File: config.mk
export PLATFORM = sky130hd
export DESIGN_NAME = bpp_port_top
export DESIGN_NICKNAME = d
export VERILOG_FILES = /design/src/hdl/bpp_pkg.sv /design/src/hdl/bpp_pin_sync.sv /design/src/hdl/bpp_port_top.sv
export VERILOG_INCLUDE_DIRS = /design/src /design/src/hdl
export SDC_FILE = /design/constraint.sdc
export NUM_CORES = 1
export LEC_CHECK = 0
export BUFFER_PORTS_ARGS = -buffer_cell sky130_fd_sc_hd__buf_4
export CORE_MARGIN = 2
export CORE_UTILIZATION = 49
export DETAILED_ROUTE_END_ITERATION = 8
export PLACE_DENSITY_LB_ADDON = 0.25
export SYNTH_ARGS = -nofsm -noshare
export SYNTH_HDL_FRONTEND = slang
export SYNTH_HIERARCHICAL = 1
export SYNTH_SLANG_ARGS = --single-unit
File: constraint.sdc
create_clock -name core_clk -period 2.3 [get_ports core_clk]
set_input_delay 0.46 -clock core_clk [delete_from_list [all_inputs] [get_ports core_clk]]
set_output_delay 0.46 -clock core_clk [all_outputs]
set_load 0.01 [all_outputs]
File: src/hdl/bpp_params.svh
// constants for the two bidirectional ports and their register map
// assumes a 32-bit avalon-mm slave with word-aligned byte addresses
`ifndef BPP_PARAMS_SVH
`define BPP_PARAMS_SVH

// ---------------------------------------------------------------
// register byte offsets
// ---------------------------------------------------------------
`define BPP_OFS_C_PINS 4'h0
`define BPP_OFS_C_LATCH 4'h4
`define BPP_OFS_C_DIR 4'h8
`define BPP_OFS_D_PINS 4'hc
`define BPP_ADDR_W 6
`define BPP_OFS2_D_LATCH 6'h10
`define BPP_OFS2_D_DIR 6'h14
`define BPP_OFS2_E_DIR 6'h18
`define BPP_OFS2_PERIPH 6'h1c

// ---------------------------------------------------------------
// reset values and field positions
// ---------------------------------------------------------------
`define BPP_DIR_RST 8'hff
`define BPP_LATCH_RST 8'h00
`define BPP_E_DIR_RST 8'h07
`define BPP_PSP_BIT 4
`define BPP_BIT_SCL 3
`define BPP_BIT_SDA 4
`define BPP_BIT_SDO 5
`define BPP_BIT_TX 6
`define BPP_BIT_RX 7
`define BPP_BIT_PB 5
`define BPP_BIT_PC 6
`define BPP_BIT_PD 7
// periph register fields
`define BPP_F_I2C 0
`define BPP_F_SPI 1
`define BPP_F_UART 2
`define BPP_F_SYNC 3
`define BPP_F_PWM_MULTI 4
`define BPP_F_PSP_OFF 8
`define BPP_F_PIN_TTL 9

`endif

File: src/hdl/bpp_pkg.sv
// types shared by the port block
// assumes the params header is included by users of the widths
package bpp_pkg;

    typedef enum logic [1:0] {
        BPP_IDLE = 2'b01,
        BPP_ACK = 2'b10
    } bpp_bus_state_t;

    typedef struct packed {
        bpp_bus_state_t st;
        logic [31:0] rdata;
    } bpp_bus_t;

    typedef struct packed {
        logic [7:0] sync1;
        logic [7:0] sync2;
    } bpp_sync_t;

endpackage

File: src/hdl/bpp_pin_sync.sv
// two-stage synchroniser for an 8-bit group of pad inputs
// assumes pads are asynchronous to core_clk
`timescale 1ns/10ps
module bpp_pin_sync (
    input wire logic core_clk,
    input wire logic srst,
    input wire logic [7:0] pad_in,
    output logic [7:0] pad_sync
);

    bpp_pkg::bpp_sync_t state;
    bpp_pkg::bpp_sync_t next_state;

    // first stage feeds only the second
    always_comb begin
        next_state = state;
        next_state.sync1 = pad_in;
        next_state.sync2 = state.sync1;
    end

    always_ff @(posedge core_clk) begin
        if (srst) begin
            state <= '0;
        end else begin
            state <= next_state;
        end
    end

    assign pad_sync = state.sync2;

endmodule

File: src/hdl/bpp_port_top.sv
// port c and second port with latch, direction and peripheral overrides
// assumes an avalon-mm master on core_clk and pads resolved outside
`timescale 1ns/10ps
`include "bpp_params.svh"
module bpp_port_top (
    input wire logic core_clk,
    input wire logic srst,
    input wire logic [5:0] avs_address,
    input wire logic avs_read,
    input wire logic avs_write,
    input wire logic [31:0] avs_writedata,
    input wire logic [3:0] avs_byteenable,
    output logic [31:0] avs_readdata,
    output logic avs_waitrequest,
    input wire logic [7:0] pc_pad_in,
    output logic [7:0] pc_pad_out,
    output logic [7:0] pc_pad_oe,
    input wire logic [7:0] pd_pad_in,
    output logic [7:0] pd_pad_out,
    output logic [7:0] pd_pad_oe,
    output logic pd_ttl_buffers,
    input wire logic i2c_scl_out,
    input wire logic i2c_sda_out,
    output logic i2c_scl_in,
    output logic i2c_sda_in,
    input wire logic spi_serial_out,
    output logic spi_serial_in,
    input wire logic usart_tx_out,
    input wire logic usart_sync_clock_out,
    input wire logic usart_sync_data_out,
    output logic usart_sync_clock_in,
    output logic usart_rx_in,
    input wire logic pwm_channel_b,
    input wire logic pwm_channel_c,
    input wire logic pwm_channel_d,
    input wire logic pwm_channel_b_tri,
    input wire logic pwm_channel_c_tri,
    input wire logic pwm_channel_d_tri,
    output logic parallel_slave_active,
    input wire logic psp_read_drive
);

    typedef struct packed {
        bpp_pkg::bpp_bus_t bus;
        logic [7:0] port_c_output_latch;
        logic [7:0] port_c_direction;
        logic [7:0] second_port_output_latch;
        logic [7:0] second_port_direction;
        logic [7:0] port_e_direction;
        logic [4:0] periph_sel;
        logic [7:0] pc_out;
        logic [7:0] pc_oe;
        logic [7:0] pd_out;
        logic [7:0] pd_oe;
    } bpp_state_t;

    bpp_state_t state;
    bpp_state_t next_state;
    logic [7:0] pc_sync;
    logic [7:0] pd_sync;
    logic i2c_on;
    logic spi_on;
    logic uart_on;
    logic sync_mode;
    logic pwm_multi;
    logic psp_on;

    // ---------------------------------------------------------------
    // pad synchronisers
    // ---------------------------------------------------------------
    bpp_pin_sync u_sync_c (
        .core_clk(core_clk),
        .srst(srst),
        .pad_in(pc_pad_in),
        .pad_sync(pc_sync)
    );

    bpp_pin_sync u_sync_d (
        .core_clk(core_clk),
        .srst(srst),
        .pad_in(pd_pad_in),
        .pad_sync(pd_sync)
    );

    // ---------------------------------------------------------------
    // helpers
    // ---------------------------------------------------------------
    // byte-lane write merge; only lane 0 carries the 8-bit registers
    function automatic logic [7:0] bpp_merge(input logic [7:0] old,
                                             input logic [31:0] wd,
                                             input logic [3:0] be);
        bpp_merge = be[0] ? wd[7:0] : old;
    endfunction

    // ---------------------------------------------------------------
    // decoded peripheral enables
    // ---------------------------------------------------------------
    assign i2c_on = state.periph_sel[`BPP_F_I2C];
    assign spi_on = state.periph_sel[`BPP_F_SPI];
    assign uart_on = state.periph_sel[`BPP_F_UART];
    assign sync_mode = state.periph_sel[`BPP_F_SYNC];
    assign pwm_multi = state.periph_sel[`BPP_F_PWM_MULTI];
    // pwm with dual or quad outputs wins over the slave port
    assign psp_on = state.port_e_direction[`BPP_PSP_BIT] & ~pwm_multi;

    // ---------------------------------------------------------------
    // next state: bus slave, registers, pin muxes
    // ---------------------------------------------------------------
    always_comb begin
        logic [7:0] c_out;
        logic [7:0] c_oe;
        logic [7:0] d_out;
        logic [7:0] d_oe;
        logic [5:0] a;
        next_state = state;
        a = avs_address;
        // default port behaviour per pin
        c_out = state.port_c_output_latch;
        c_oe = ~state.port_c_direction;
        d_out = state.second_port_output_latch;
        d_oe = ~state.second_port_direction;

        // i2c drives only with direction 0, open-drain handled by module
        if (i2c_on) begin
            c_out[`BPP_BIT_SCL] = i2c_scl_out;
            c_out[`BPP_BIT_SDA] = i2c_sda_out;
        end
        // spi output at bit 5 when direction is 0
        if (spi_on) begin
            c_out[`BPP_BIT_SDO] = spi_serial_out;
        end
        if (uart_on) begin
            if (sync_mode) begin
                c_out[`BPP_BIT_TX] = usart_sync_clock_out;
                c_out[`BPP_BIT_RX] = usart_sync_data_out;
            end else begin
                c_out[`BPP_BIT_TX] = usart_tx_out;
            end
        end

        // slave port: direction bits do not matter, port drives on read
        if (psp_on) begin
            d_out = state.second_port_output_latch;
            d_oe = {8{psp_read_drive}};
        end
        // pwm pins override port and slave data, tri-state on shutdown
        if (pwm_multi) begin
            d_out[`BPP_BIT_PB] = pwm_channel_b;
            d_out[`BPP_BIT_PC] = pwm_channel_c;
            d_out[`BPP_BIT_PD] = pwm_channel_d;
            d_oe[`BPP_BIT_PB] = ~state.second_port_direction[`BPP_BIT_PB] & ~pwm_channel_b_tri;
            d_oe[`BPP_BIT_PC] = ~state.second_port_direction[`BPP_BIT_PC] & ~pwm_channel_c_tri;
            d_oe[`BPP_BIT_PD] = ~state.second_port_direction[`BPP_BIT_PD] & ~pwm_channel_d_tri;
        end
        next_state.pc_out = c_out;
        next_state.pc_oe = c_oe;
        next_state.pd_out = d_out;
        next_state.pd_oe = d_oe;

        // one wait cycle per access, answer in the ack cycle
        case (state.bus.st)
            bpp_pkg::BPP_IDLE: begin
                if (avs_read || avs_write) begin
                    next_state.bus.st = bpp_pkg::BPP_ACK;
                    next_state.bus.rdata = '0;
                    if (avs_read) begin
                        case (a)
                            {2'b00, `BPP_OFS_C_PINS}: next_state.bus.rdata[7:0] = pc_sync;
                            {2'b00, `BPP_OFS_C_LATCH}: begin
                                next_state.bus.rdata[7:0] = state.port_c_output_latch;
                            end
                            {2'b00, `BPP_OFS_C_DIR}: begin
                                next_state.bus.rdata[7:0] = state.port_c_direction;
                            end
                            {2'b00, `BPP_OFS_D_PINS}: next_state.bus.rdata[7:0] = pd_sync;
                            `BPP_OFS2_D_LATCH: begin
                                next_state.bus.rdata[7:0] = state.second_port_output_latch;
                            end
                            `BPP_OFS2_D_DIR: begin
                                next_state.bus.rdata[7:0] = state.second_port_direction;
                            end
                            `BPP_OFS2_E_DIR: next_state.bus.rdata[7:0] = state.port_e_direction;
                            `BPP_OFS2_PERIPH: begin
                                next_state.bus.rdata[4:0] = state.periph_sel;
                                next_state.bus.rdata[`BPP_F_PSP_OFF] = pwm_multi;
                                next_state.bus.rdata[`BPP_F_PIN_TTL] = psp_on;
                            end
                            default: next_state.bus.rdata = '0;
                        endcase
                    end else begin
                        // writes to pins and latch both land in the latch
                        case (a)
                            {2'b00, `BPP_OFS_C_PINS}, {2'b00, `BPP_OFS_C_LATCH}: begin
                                next_state.port_c_output_latch = bpp_merge(
                                    state.port_c_output_latch, avs_writedata,
                                    avs_byteenable);
                            end
                            {2'b00, `BPP_OFS_C_DIR}: begin
                                next_state.port_c_direction = bpp_merge(
                                    state.port_c_direction, avs_writedata, avs_byteenable);
                            end
                            {2'b00, `BPP_OFS_D_PINS}, `BPP_OFS2_D_LATCH: begin
                                next_state.second_port_output_latch = bpp_merge(
                                    state.second_port_output_latch, avs_writedata,
                                    avs_byteenable);
                            end
                            `BPP_OFS2_D_DIR: begin
                                next_state.second_port_direction = bpp_merge(
                                    state.second_port_direction, avs_writedata,
                                    avs_byteenable);
                            end
                            `BPP_OFS2_E_DIR: begin
                                next_state.port_e_direction = bpp_merge(
                                    state.port_e_direction, avs_writedata,
                                    avs_byteenable);
                            end
                            `BPP_OFS2_PERIPH: begin
                                if (avs_byteenable[0]) begin
                                    next_state.periph_sel = avs_writedata[4:0];
                                end
                            end
                            default: next_state.periph_sel = state.periph_sel;
                        endcase
                    end
                end
            end
            bpp_pkg::BPP_ACK: begin
                next_state.bus.st = bpp_pkg::BPP_IDLE;
            end
            default: begin
                next_state.bus.st = bpp_pkg::BPP_IDLE;
            end
        endcase
    end

    // ---------------------------------------------------------------
    // state register
    // ---------------------------------------------------------------
    always_ff @(posedge core_clk) begin
        if (srst) begin
            state.bus.st <= bpp_pkg::BPP_IDLE;
            state.bus.rdata <= '0;
            state.port_c_output_latch <= `BPP_LATCH_RST;
            state.port_c_direction <= `BPP_DIR_RST;
            state.second_port_output_latch <= `BPP_LATCH_RST;
            state.second_port_direction <= `BPP_DIR_RST;
            state.port_e_direction <= `BPP_E_DIR_RST;
            state.periph_sel <= '0;
            state.pc_out <= '0;
            state.pc_oe <= '0;
            state.pd_out <= '0;
            state.pd_oe <= '0;
        end else begin
            state <= next_state;
        end
    end

    // ---------------------------------------------------------------
    // outputs
    // ---------------------------------------------------------------
    // waitrequest falls only in the ack cycle
    assign avs_waitrequest = (avs_read | avs_write) & (state.bus.st != bpp_pkg::BPP_ACK);
    assign avs_readdata = state.bus.rdata;
    assign pc_pad_out = state.pc_out;
    assign pc_pad_oe = state.pc_oe;
    assign pd_pad_out = state.pd_out;
    assign pd_pad_oe = state.pd_oe;
    assign pd_ttl_buffers = psp_on;
    assign parallel_slave_active = psp_on;
    // peripheral inputs come from synchronised pins when not driven
    assign i2c_scl_in = pc_sync[`BPP_BIT_SCL];
    assign i2c_sda_in = pc_sync[`BPP_BIT_SDA];
    assign spi_serial_in = pc_sync[`BPP_BIT_SDA];
    assign usart_sync_clock_in = pc_sync[`BPP_BIT_TX];
    assign usart_rx_in = pc_sync[`BPP_BIT_RX];

endmodule

==> key figures, run 1 <==
GRT
  – Overflow after GRT: 0
  – First-pass GRT wire length: 17460 µm
  – Met3 usage: 5.395%
  – Initial antenna violation count: 0
  – Vias in the first global route: 3301
  – Total Routing Usage GR: 20.53%
  – Met2 Use GR: 33.00%
  – Largest net degree at the start of global routing: between 90 and 100
  – GR peak layer: met2
  – Grt met1 use: 26.42%

Timing
  – Worst Tran Pin Value: 0.5866 ns
  – Min Hold Slack: 0.1569 ns
  – Max Slew Vio Count: 0
  – Final Cycle Share: 85.43%
  – Setup ws final: 0.3351 ns
  – Setup TNS: 0 ns
  – Period minus WS final: around 2.0 ns
  – Setup violators final: 0
  – Slew margin rel.: 60.89%
  – Worst Clk Skew: 0.005111 ns
  – FMAX: 0.5089 GHz
  – Final hold vios: 0
  – RSZ-0062 raised after global routing: no

Cells and area
  – Most frequent cells in the layout: dfxtp_1, buf_4, nor2_1
  – Final Non-Filler Cells: 720
  – Final core utilization: 60.90%
  – Fraction of layout cells with a size suffix above 1: between 30% and 40%
  – Commonest non-fill, non-tap cell in the layout: dfxtp_1
  – Nets: 646
  – Inserted Diodes: 0
  – P&R area growth vs syn: 21.91%

Worst setup path
  – CP required: roughly 1.8 ns
  – Reg2reg start: state[110]$_SDFFE_PP0P_
  – R2r worst-path depth: 5
  – Crit path launch type: flip-flop
  – Critical Path Sink Type: output port
  – Setup crit start: state[41]$_SDFFE_PP0P_
  – Crit path to: parallel_slave_active
  – R2r setup slk: 0.49 ns
  – R2r endpoint: next_state[10]$_SDFFE_PP0P_
  – Critical-path maximum fanout: 7
  – Data arrival time of the critical path: 1.50 ns
  – CP Class: reg2out

Worst hold path
  – Worst hold path class: in2reg

Yosys
  – Synthesized cell area: 5087 µm²
  – Syn avg cell area: 9.995 µm²
  – EDFF count, synth: 0
  – Netlist cell types: 41
  – Async S/R FF share, synth: 0%
  – Gate Count Post-Synth: 509
  – Synth Warn #: 6
  – Top_reg_cell synth: dfxtp_1
  – Seq/Total Area, Yosys: between 40% and 50%
  – Number of synthesized register bits: 121

Job
  – Max-cap violations: 0

Routing
  – Post-DRT Antenna Nets: 0
  – Routed len/inst: about 15 µm
  – Vias: 3544
  – DRT iter0 DRCs: between 200 and 250
  – Vias per std cell: 4.922
  – Drt total wl: roughly 11000 µm
  – First-pass DRT Iterations: 4
  – Drt drc: 0

Clock tree
  – Clock Path Buffers: 2
  – # hold bufs at CTS: 0
  – H-tree level count: 4
  – Clock tree root driver cell: clkbuf_8
  – Post-cts gate resize count: 0
  – # Post-CTS Setup Buffers: 0
  – CTS Buf Count: 17
  – CTS tree: yes
  – Clock sinks: approximately 120
  – Reg clk slew, reported paths: 0.06 ns
  – Clk_lat worst skew: 0.51 ns

Place
  – Pre-CTS WS: 0.1725 ns
  – IO buf count: 97
  – Detailed placement HPWL: 7955 µm
  – Post-Place Cells: 688
  – Routability cong.: 0.8600

Die
  – Die height: 105.9 µm
  – Die X-Extent: 105.9 µm
  – Die area: 11210 µm²
  – Row count: 37
  – I/O pins: 147
  – Initial core utilization: 49.95%
  – Core ar.: 10180 µm²

Power and ir drop
  – Static leakage: 0.002638 µW
  – Pwr/cell area: ~800 nW/µm²
  – Maximum vdd drop: 0.5556 mV

Status
  – Outcome: finished, final reports clean
power by group:
group | internal, µW | switching, µW | leakage, µW
logic | 136 | 160 | 0.00135
registers | 2130 | 13.5 | 0.000983
clock network | 1760 | 908 | 0.000304
total | 4030 | 1080 | 0.00264
sequential cells by signal (all words and copies together) (netlist names):
name	cells
u_sync_d/pad_sync	8
u_sync_d/next_state	8
pd_pad_out	8
pc_pad_oe	8
i2c_on	1
u_sync_c/pad_sync	8
state	36
spi_on	1
u_sync_c/next_state	8
pc_pad_out	8
avs_readdata	10
pd_pad_oe	8
next_state	8
pwm_multi	1
how the worst min path moves through the flow:
| stage | from | end | depth (start not counted) |
|---|---|---|---|
| after floorplan | state[64]$_SDFFE_PP1P_ | pc_pad_oe[3]$_SDFF_PP0_ | 1 |
| after global placement | u_sync_c/next_state[4]$_SDFF_PP0_ | u_sync_c/pad_sync[4]$_SDFF_PP0_ | 1 |
| after detailed placement | u_sync_c/next_state[5]$_SDFF_PP0_ | u_sync_c/pad_sync[5]$_SDFF_PP0_ | 1 |
| after CTS | pc_pad_in[3] | u_sync_c/next_state[3]$_SDFF_PP0_ | 2 |
| after global routing | pd_pad_in[2] | u_sync_d/next_state[2]$_SDFF_PP0_ | 2 |
| final | pc_pad_in[3] | u_sync_c/next_state[3]$_SDFF_PP0_ | 2 |
metrics by stage:
| step | power [µW] | cell area [µm²] |
|---|---|---|
| final | 5107 | 6202 |
| after detailed placement | 2482 | 5589 |
| after global placement | 2478 | 5589 |
| after CTS | 5153 | 6202 |
| after floorplan | 2386 | 5166 |
| after global routing | 5290 | 6202 |
worst max-delay path: stages, from the launching register on:
cell	delay (ns)
dfxtp_1	0.46
nand2b_1	0.22
inv_1	0.17
buf_4	0.14
Yosys cell counts (all sizes together) (3+ instances only):
library cell	number	area share (%)
nand2	13	0.96
nand3	8	0.79
mux2i	50	9.8
nor2	61	4.5
nor3	22	2.2
clkbuf	12	0.89
nor4	4	1.5
o22ai	3	0.37
inv	3	0.22
o21ai	13	1.3
a32oi	4	0.69
nor2b	29	4.3
a21oi	29	2.9
dfxtp	121	48
a221oi	3	0.52
nand2b	10	1.2
nand3b	7	1.0
buf	81	11
mux4	5	2.3
and2b	12	2.1
mux2	3	0.66
cell type report:
type                       count  area, µm²
multi-input combinational    313       2110
timing repair buffer         115      875.8
fill                         880       3983
inverter                       3      11.26
tap                          136      170.2
clock buffer                  21      469.2
sequential                   121       2422
clock inverter                11      143.9
layer usage:
layer | vias to the layer above | routed length [µm]
met5 | - | 0
met2 | 124 | 5234
li1 | 1768 | -
met1 | 1640 | 4979
met3 | 12 | 677
met4 | 0 | 194
logic make-up after synthesis:
kind of cell / after synthesis / synth area share, %
buffers and inverters: 96 / 12.47
AOI/OAI and AO/OA: 56 / 6.714
DFF: 121 / 47.61
and+or+nand+nor: 177 / 20.34
other: 1 / 0.07371
muxes: 58 / 12.79
(Power assumes the default switching activity.)
==> run 2, diff against run 1 <==
==> constraint.sdc (replaced) <==
create_clock -name core_clk -period 2.3 [get_ports core_clk]
set_input_delay 0.345 -clock core_clk [delete_from_list [all_inputs] [get_ports core_clk]]
set_output_delay 0.345 -clock core_clk [all_outputs]
set_load 0.01 [all_outputs]
==> run 2 against run 1 <==
Compared with the run above:
- utilization down 0.18 points
- worst setup slack better by 0.075 ns
- hold slack worse by 0.12 ns
- combinational power about the same
- register-to-register slack worse by 0.08 ns
- non-clock buffer count down 3
- wire length down 0.17%
- clock power up 1%
- final cell count down 0.42%
- largest cell class unchanged
==> key figures, run 2 (synthesized netlist as in run 1, its figures left out) <==
Worst setup path
  – Critical Path, Cell by Cell: nand4b_2 > a2111oi_4 > buf_4 > mux2i_1 > nor2_1
  – Setup crit start: state[110]$_SDFFE_PP0P_
  – CP required: 2.69 ns (+0.85 ns)
  – CP Class: reg2reg
  – Crit path launch type: flip-flop
  – Critical Path Sink Type: flip-flop
  – Reg2reg start: state[110]$_SDFFE_PP0P_
  – Data arrival time of the critical path: 2.28 ns (+0.78 ns)
  – Critical-path maximum fanout: 7 (unchanged)
  – Crit path largest cell delay: 0.47 ns (about the same)
  – R2r endpoint: next_state[8]$_SDFFE_PP0P_
  – Crit path buf inv count: 1 (-1)
  – R2r setup slk: 0.41 ns (-0.08 ns)
  – CP max stage cell: a2111oi_4
  – CP delay by family, top: simple AND/OR/NAND/NOR gates
  – R2r worst-path depth: 5 (unchanged)

Die
  – Die height: 105.9 µm (unchanged)
  – Die X-Extent: 105.9 µm (unchanged)
  – Die area: 11210 µm² (unchanged)
  – I/O pins: 147 (unchanged)
  – Row count: 37 (unchanged)
  – Initial core utilization: 49.95% (unchanged)
  – Core ar.: 10180 µm² (unchanged)

Cells and area
  – Final instance area: 6183 µm² (-0.30%)
  – P&R area growth vs syn: 21.54%
  – Nets: 643 (-0.46%)
  – Most frequent cells in the layout: dfxtp_1, buf_4, nor2_1
  – Max reg flops: 36 (unchanged)
  – Fraction of layout cells with a size suffix above 1: 32.36% (-0.35 points)
  – Final core utilization: 60.71% (-0.18 points)
  – Fillcell total: 908 (+3.2%)
  – Inserted Diodes: 0 (unchanged)
  – Biggest register: state
  – Commonest non-fill, non-tap cell in the layout: dfxtp_1

Routing
  – Post-DRT Antenna Nets: 0 (unchanged)
  – Vias per std cell: 4.982 (+1.2%)
  – DRT iter0 DRCs: 230 (+14%)
  – Drt drc: 0 (unchanged)
  – First-pass DRT Iterations: 5 (+1)
  – Routed len/inst: 15.44 µm (+0.25%)
  – Vias: 3572 (+0.79%)
  – Drt total wl: 11070 µm (-0.17%)

Clock tree
  – Clock Path Buffers: 2 (unchanged)
  – CTS Buf Count: 17 (unchanged)
  – Clock sinks: 121 (unchanged)
  – Post-cts gate resize count: 0 (unchanged)
  – Clk_lat worst skew: 0.51 ns (about the same)
  – # hold bufs at CTS: 0 (unchanged)
  – CTS tree: yes
  – Clock tree root driver cell: clkbuf_8
  – Reg clk slew, reported paths: 0.06 ns (about the same)
  – H-tree level count: 4 (unchanged)
  – # Post-CTS Setup Buffers: 0 (unchanged)

Worst hold path
  – Worst hold stages: 2 (unchanged)
  – Worst Hold Endpoint: u_sync_c/next_state[4]$_SDFF_PP0_
  – Hold path startpoint: pc_pad_in[4]
  – Worst hold path class: in2reg

Power and ir drop
  – Switching share of power: 22.05% (+0.88 points)
  – Sequential share of power: 41.6% (-0.4 points)
  – Pwr/cell area: 832.7 nW/µm² (+1.1%)
  – Static leakage: 0.002613 µW (-0.93%)
  – Combinational fraction of design power: 5.7% (about the same)
  – Clock power frac: 52.7% (+0.4 points)
  – Cell-internal power: 4013 µW (-0.32%)
  – Maximum vdd drop: 0.5255 mV (-5.4%)
  – Psw: 1136 µW (+5.0%)

Timing
  – Worst Clk Skew: 0.01450 ns (+0.009387 ns)
  – Setup TNS: 0 ns (unchanged)
  – Setup ws final: 0.4100 ns (+0.07490 ns)
  – FMAX: 0.5291 GHz (+4.0%)
  – RSZ-0062 raised after global routing: no
  – Setup violators final: 0 (unchanged)
  – Final Cycle Share: 82.17% (-3.3 points)
  – Worst Tran Pin Value: 0.5833 ns (-0.003357 ns)
  – Period minus WS final: 1.890 ns (-0.07490 ns)
  – Min Hold Slack: 0.03896 ns (-0.1179 ns)
  – Final hold vios: 0 (unchanged)
  – Max Slew Vio Count: 0 (unchanged)
  – Slew margin rel.: 61.12% (+0.22 points)

GRT
  – Initial antenna violation count: 0 (unchanged)
  – Largest net degree at the start of global routing: 73 (-22%)
  – First-pass GRT wire length: 17680 µm (+1.3%)
  – Overflow after GRT: 0 (unchanged)
  – Vias in the first global route: 3482 (+5.5%)
  – Total Routing Usage GR: 20.66% (+0.13 points)

Status
  – Outcome: finished, final reports clean

Place
  – Pre-CTS WS: 0.1122 ns (-0.06035 ns)
  – Detailed placement HPWL: 7856 µm (-1.2%)
  – Routability cong.: 0.8396 (-2.4%)
  – IO buf count: 97 (unchanged)
  – Placed cell area: 5567 µm² (-0.40%)

Job
  – Max-cap violations: 0 (unchanged)
run 2: changes by cell type in the layout (fill, tap and decap cells not counted):
cell and change:
buf_4 -3, clkinv_2 -3, clkinv_4 -2, clkinvlp_4 +2
clkbuf_8 -1, inv_6 +4
run 2: per-stage QoR:
stage / std cells / total power (µW)
finish: 717 / 5149
detailed placement: 685 / 2481
floorplan: 530 / 2386
global placement: 685 / 2477
CTS: 717 / 5186
global route: 717 / 5323
run 2: how the worst max path moves through the flow:
stage                                        endpoint  cells after the start  slack, ns
after global placement         state[59]$_SDFFE_PP0P_                      7       0.14
after CTS                  next_state[8]$_SDFFE_PP0P_                      5       0.42
final                      next_state[8]$_SDFFE_PP0P_                      5       0.41
after detailed placement   next_state[8]$_SDFFE_PP0P_                      7       0.11
after floorplan           next_state[24]$_SDFFE_PP0P_                      6       0.39
after global routing           state[59]$_SDFFE_PP0P_                      5       0.31
run 2: cell type report:
cell class | count | area, µm² | area share, %
multi-input combinational | 313 | 2110 | 34.12
inverter | 3 | 11.26 | 0.1821
clock buffer | 20 | 455.4 | 7.365
tap | 136 | 170.2 | 2.752
sequential | 121 | 2422 | 39.17
clock inverter | 12 | 161.4 | 2.610
timing repair buffer | 112 | 853.3 | 13.80
run 2: power by group through the flow:
stage | sequential, µW | combinational, µW | clock, µW
floorplan | 2180 | 203 | 0
global placement | 2190 | 291 | 0
detailed placement | 2190 | 294 | 0
CTS | 2140 | 296 | 2750
global route | 2140 | 322 | 2860
finish | 2140 | 295 | 2710
run 2: routing by layer:
metal | share of wire, % | GRT usage [%]
met5 | 0 | 0
met4 | 2.5 | 9.305
met3 | 6.9 | 5.947
met2 | 46 | 32.21
met1 | 44 | 26.64
==> run 3, diff against run 2 <==
Clock period 2.3 ns to 1.9 ns, I/O delays scaled along.
==> run 3 against run 2 <==
Compared with the run above:
- hold slack got worse by 0.020 ns
- clock skew fell by 0.0078 ns
- power rose by 22%
- critical path depth fell by 2
- non-clock buffer count rose by 30
- utilization rose by 2.8 points
- register-to-register slack got worse by 0.21 ns
- first-iteration DRC count rose by 3.5%
- critical endpoint is now parallel_slave_active
==> key figures, run 3 (synthesized netlist as in run 1, its figures left out) <==
Die
  – Die height: 105.9 µm (unchanged)
  – Row count: 37 (unchanged)
  – Initial core utilization: 49.95% (unchanged)
  – Die area: 11210 µm² (unchanged)
  – I/O pins: 147 (unchanged)
  – Die X-Extent: 105.9 µm (unchanged)
  – Core ar.: 10180 µm² (unchanged)

Power and ir drop
  – Maximum vdd drop: 0.4692 mV (-11%)
  – Pwr/cell area: 973.8 nW/µm² (+17%)
  – Static leakage: 0.002750 µW (+5.3%)
  – Total power: 6295 µW (+22%)

Timing
  – Setup violators final: 0 (unchanged)
  – Max Slew Vio Count: 0 (unchanged)
  – Final Cycle Share: a little over 90%
  – Min Hold Slack: 0.01898 ns (-0.01999 ns)
  – FMAX: ~0.57 GHz
  – Worst Clk Skew: 0.006712 ns (-0.007786 ns)
  – RSZ-0062 raised after global routing: no
  – Final hold vios: 0 (unchanged)
  – Period minus WS final: 1.752 ns

Place
  – Detailed placement HPWL: 8268 µm (+5.2%)
  – IO buf count: 97 (unchanged)
  – Routability cong.: 0.8555 (+1.9%)

Routing
  – Post-DRT Antenna Nets: 0 (unchanged)
  – First-pass DRT Iterations: 5 (unchanged)
  – Drt total wl: 11650 µm (+5.3%)
  – DRT iter0 DRCs: 238 (+3.5%)
  – Vias per std cell: 4.985 (about the same)
  – Drt drc: 0 (unchanged)
  – Vias: 3724 (+4.3%)
  – Routed len/inst: 15.60 µm (+1.1%)

Clock tree
  – Clock tree root driver cell: clkbuf_8
  – Clock sinks: 121 (unchanged)
  – Clock Path Buffers: 2 (unchanged)
  – CTS tree: yes
  – Reg clk slew, reported paths: 0.06 ns (about the same)
  – H-tree level count: 4 (unchanged)
  – Clk_lat worst skew: 0.52 ns (about the same)
  – CTS Buf Count: 17 (unchanged)

GRT
  – Largest net degree at the start of global routing: 85 (+16%)
  – First-pass GRT wire length: 18090 µm (+2.3%)
  – Overflow after GRT: 0 (unchanged)
  – Total Routing Usage GR: 21.26% (+0.60 points)
  – Vias in the first global route: 3579 (+2.8%)
  – Initial antenna violation count: 0 (unchanged)

Worst hold path
  – Worst hold stages: 3 (+1)
  – Worst hold path class: in2reg

Worst setup path
  – R2r worst-path depth: 5 (unchanged)
  – CP required: 1.62 ns (-1.07 ns)
  – Critical Path, Cell by Cell: nand2b_1 > inv_1 > buf_4
  – Crit path launch type: flip-flop
  – Data arrival time of the critical path: 1.47 ns (-0.81 ns)
  – Critical-path maximum fanout: 5 (-2)
  – CP max stage cell: dfxtp_1
  – Critical Path Sink Type: output port
  – CP Class: reg2out
  – Crit path largest cell delay: 0.53 ns (+0.06 ns)

Cells and area
  – Fraction of layout cells with a size suffix above 1: 32.24% (-0.12 points)
  – Inserted Diodes: 0 (unchanged)
  – P&R area growth vs syn: 27.08%
  – Nets: 673 (+4.7%)
  – Fillcell total: 834 (-8.1%)
  – Most frequent cells in the layout: dfxtp_1, buf_4, nor2_1
  – Biggest register: state
  – Max reg flops: 36 (unchanged)

Status
  – Outcome: finished, final reports clean

Job
  – Max-cap violations: 0 (unchanged)
==> run 3: what timing repair did <==
action                                 4_1_cts  5_1_grt
hold buffers                                20        0
setup endpoints to repair                    0        5
endpoints found under the hold margin       20        0
setup buffers                                0        0
gates resized for setup                      0        1
==> run 3: final cells by class <==
cell class	count	area (µm²)	share of cell area [%]
sequential	121	2422	37.47
multi-input combinational	313	2118	32.77
timing repair buffer	142	1129	17.46
clock buffer	18	417.9	6.464
clock inverter	14	196.4	3.039
tap	136	170.2	2.632
inverter	3	11.26	0.1742
==> run 3: layer usage <==
metal	GRT usage, %	part of all wire [%]
met1	27.89	45
met2	34.06	47
met3	5.641	6.1
met4	7.331	1.4
met5	0	0
==> run 3: where the power goes <==
part / switching [µW] / total, µW / internal (µW)
sequential: 18.5 / 2600 / 2580
clock: 1160 / 3290 / 2140
combinational: 207 / 406 / 199
==> run 3: metrics by stage <==
stage               util (%)    TNS (ns)  std cells  setup WS [ns]  area (µm²)
finish                 63.48           0        747         0.1482        6465
floorplan                  -           0        530        0.05456        5166
CTS                    63.39           0        747        0.06370        6456
global route           63.48           0        747         0.1046        6465
global placement       55.39  -0.0004445        695     -0.0004445        5642
detailed placement     55.39     -0.4360        695       -0.07940        5642
==> run 3: path summary, 6_finish.rpt <==
check                                     from                         endpoint  slack (ns)
min                              pwm_channel_b         pd_pad_out[5]$_SDFF_PP0_        0.02
max                     pwm_multi$_SDFFE_PP0P_            parallel_slave_active        0.15
min reg2reg  u_sync_c/next_state[4]$_SDFF_PP0_  u_sync_c/pad_sync[4]$_SDFF_PP0_        0.44
max reg2reg            state[109]$_SDFFE_PP1P_      next_state[12]$_SDFFE_PP0P_        0.20
==> run 3: worst max-delay path, delay by kind of cell (launching register included) <==
family / cells / cell delay, ns
buffers and inverters: 2 / 0.23
and+or+nand+nor: 1 / 0.18
DFF: 1 / 0.53
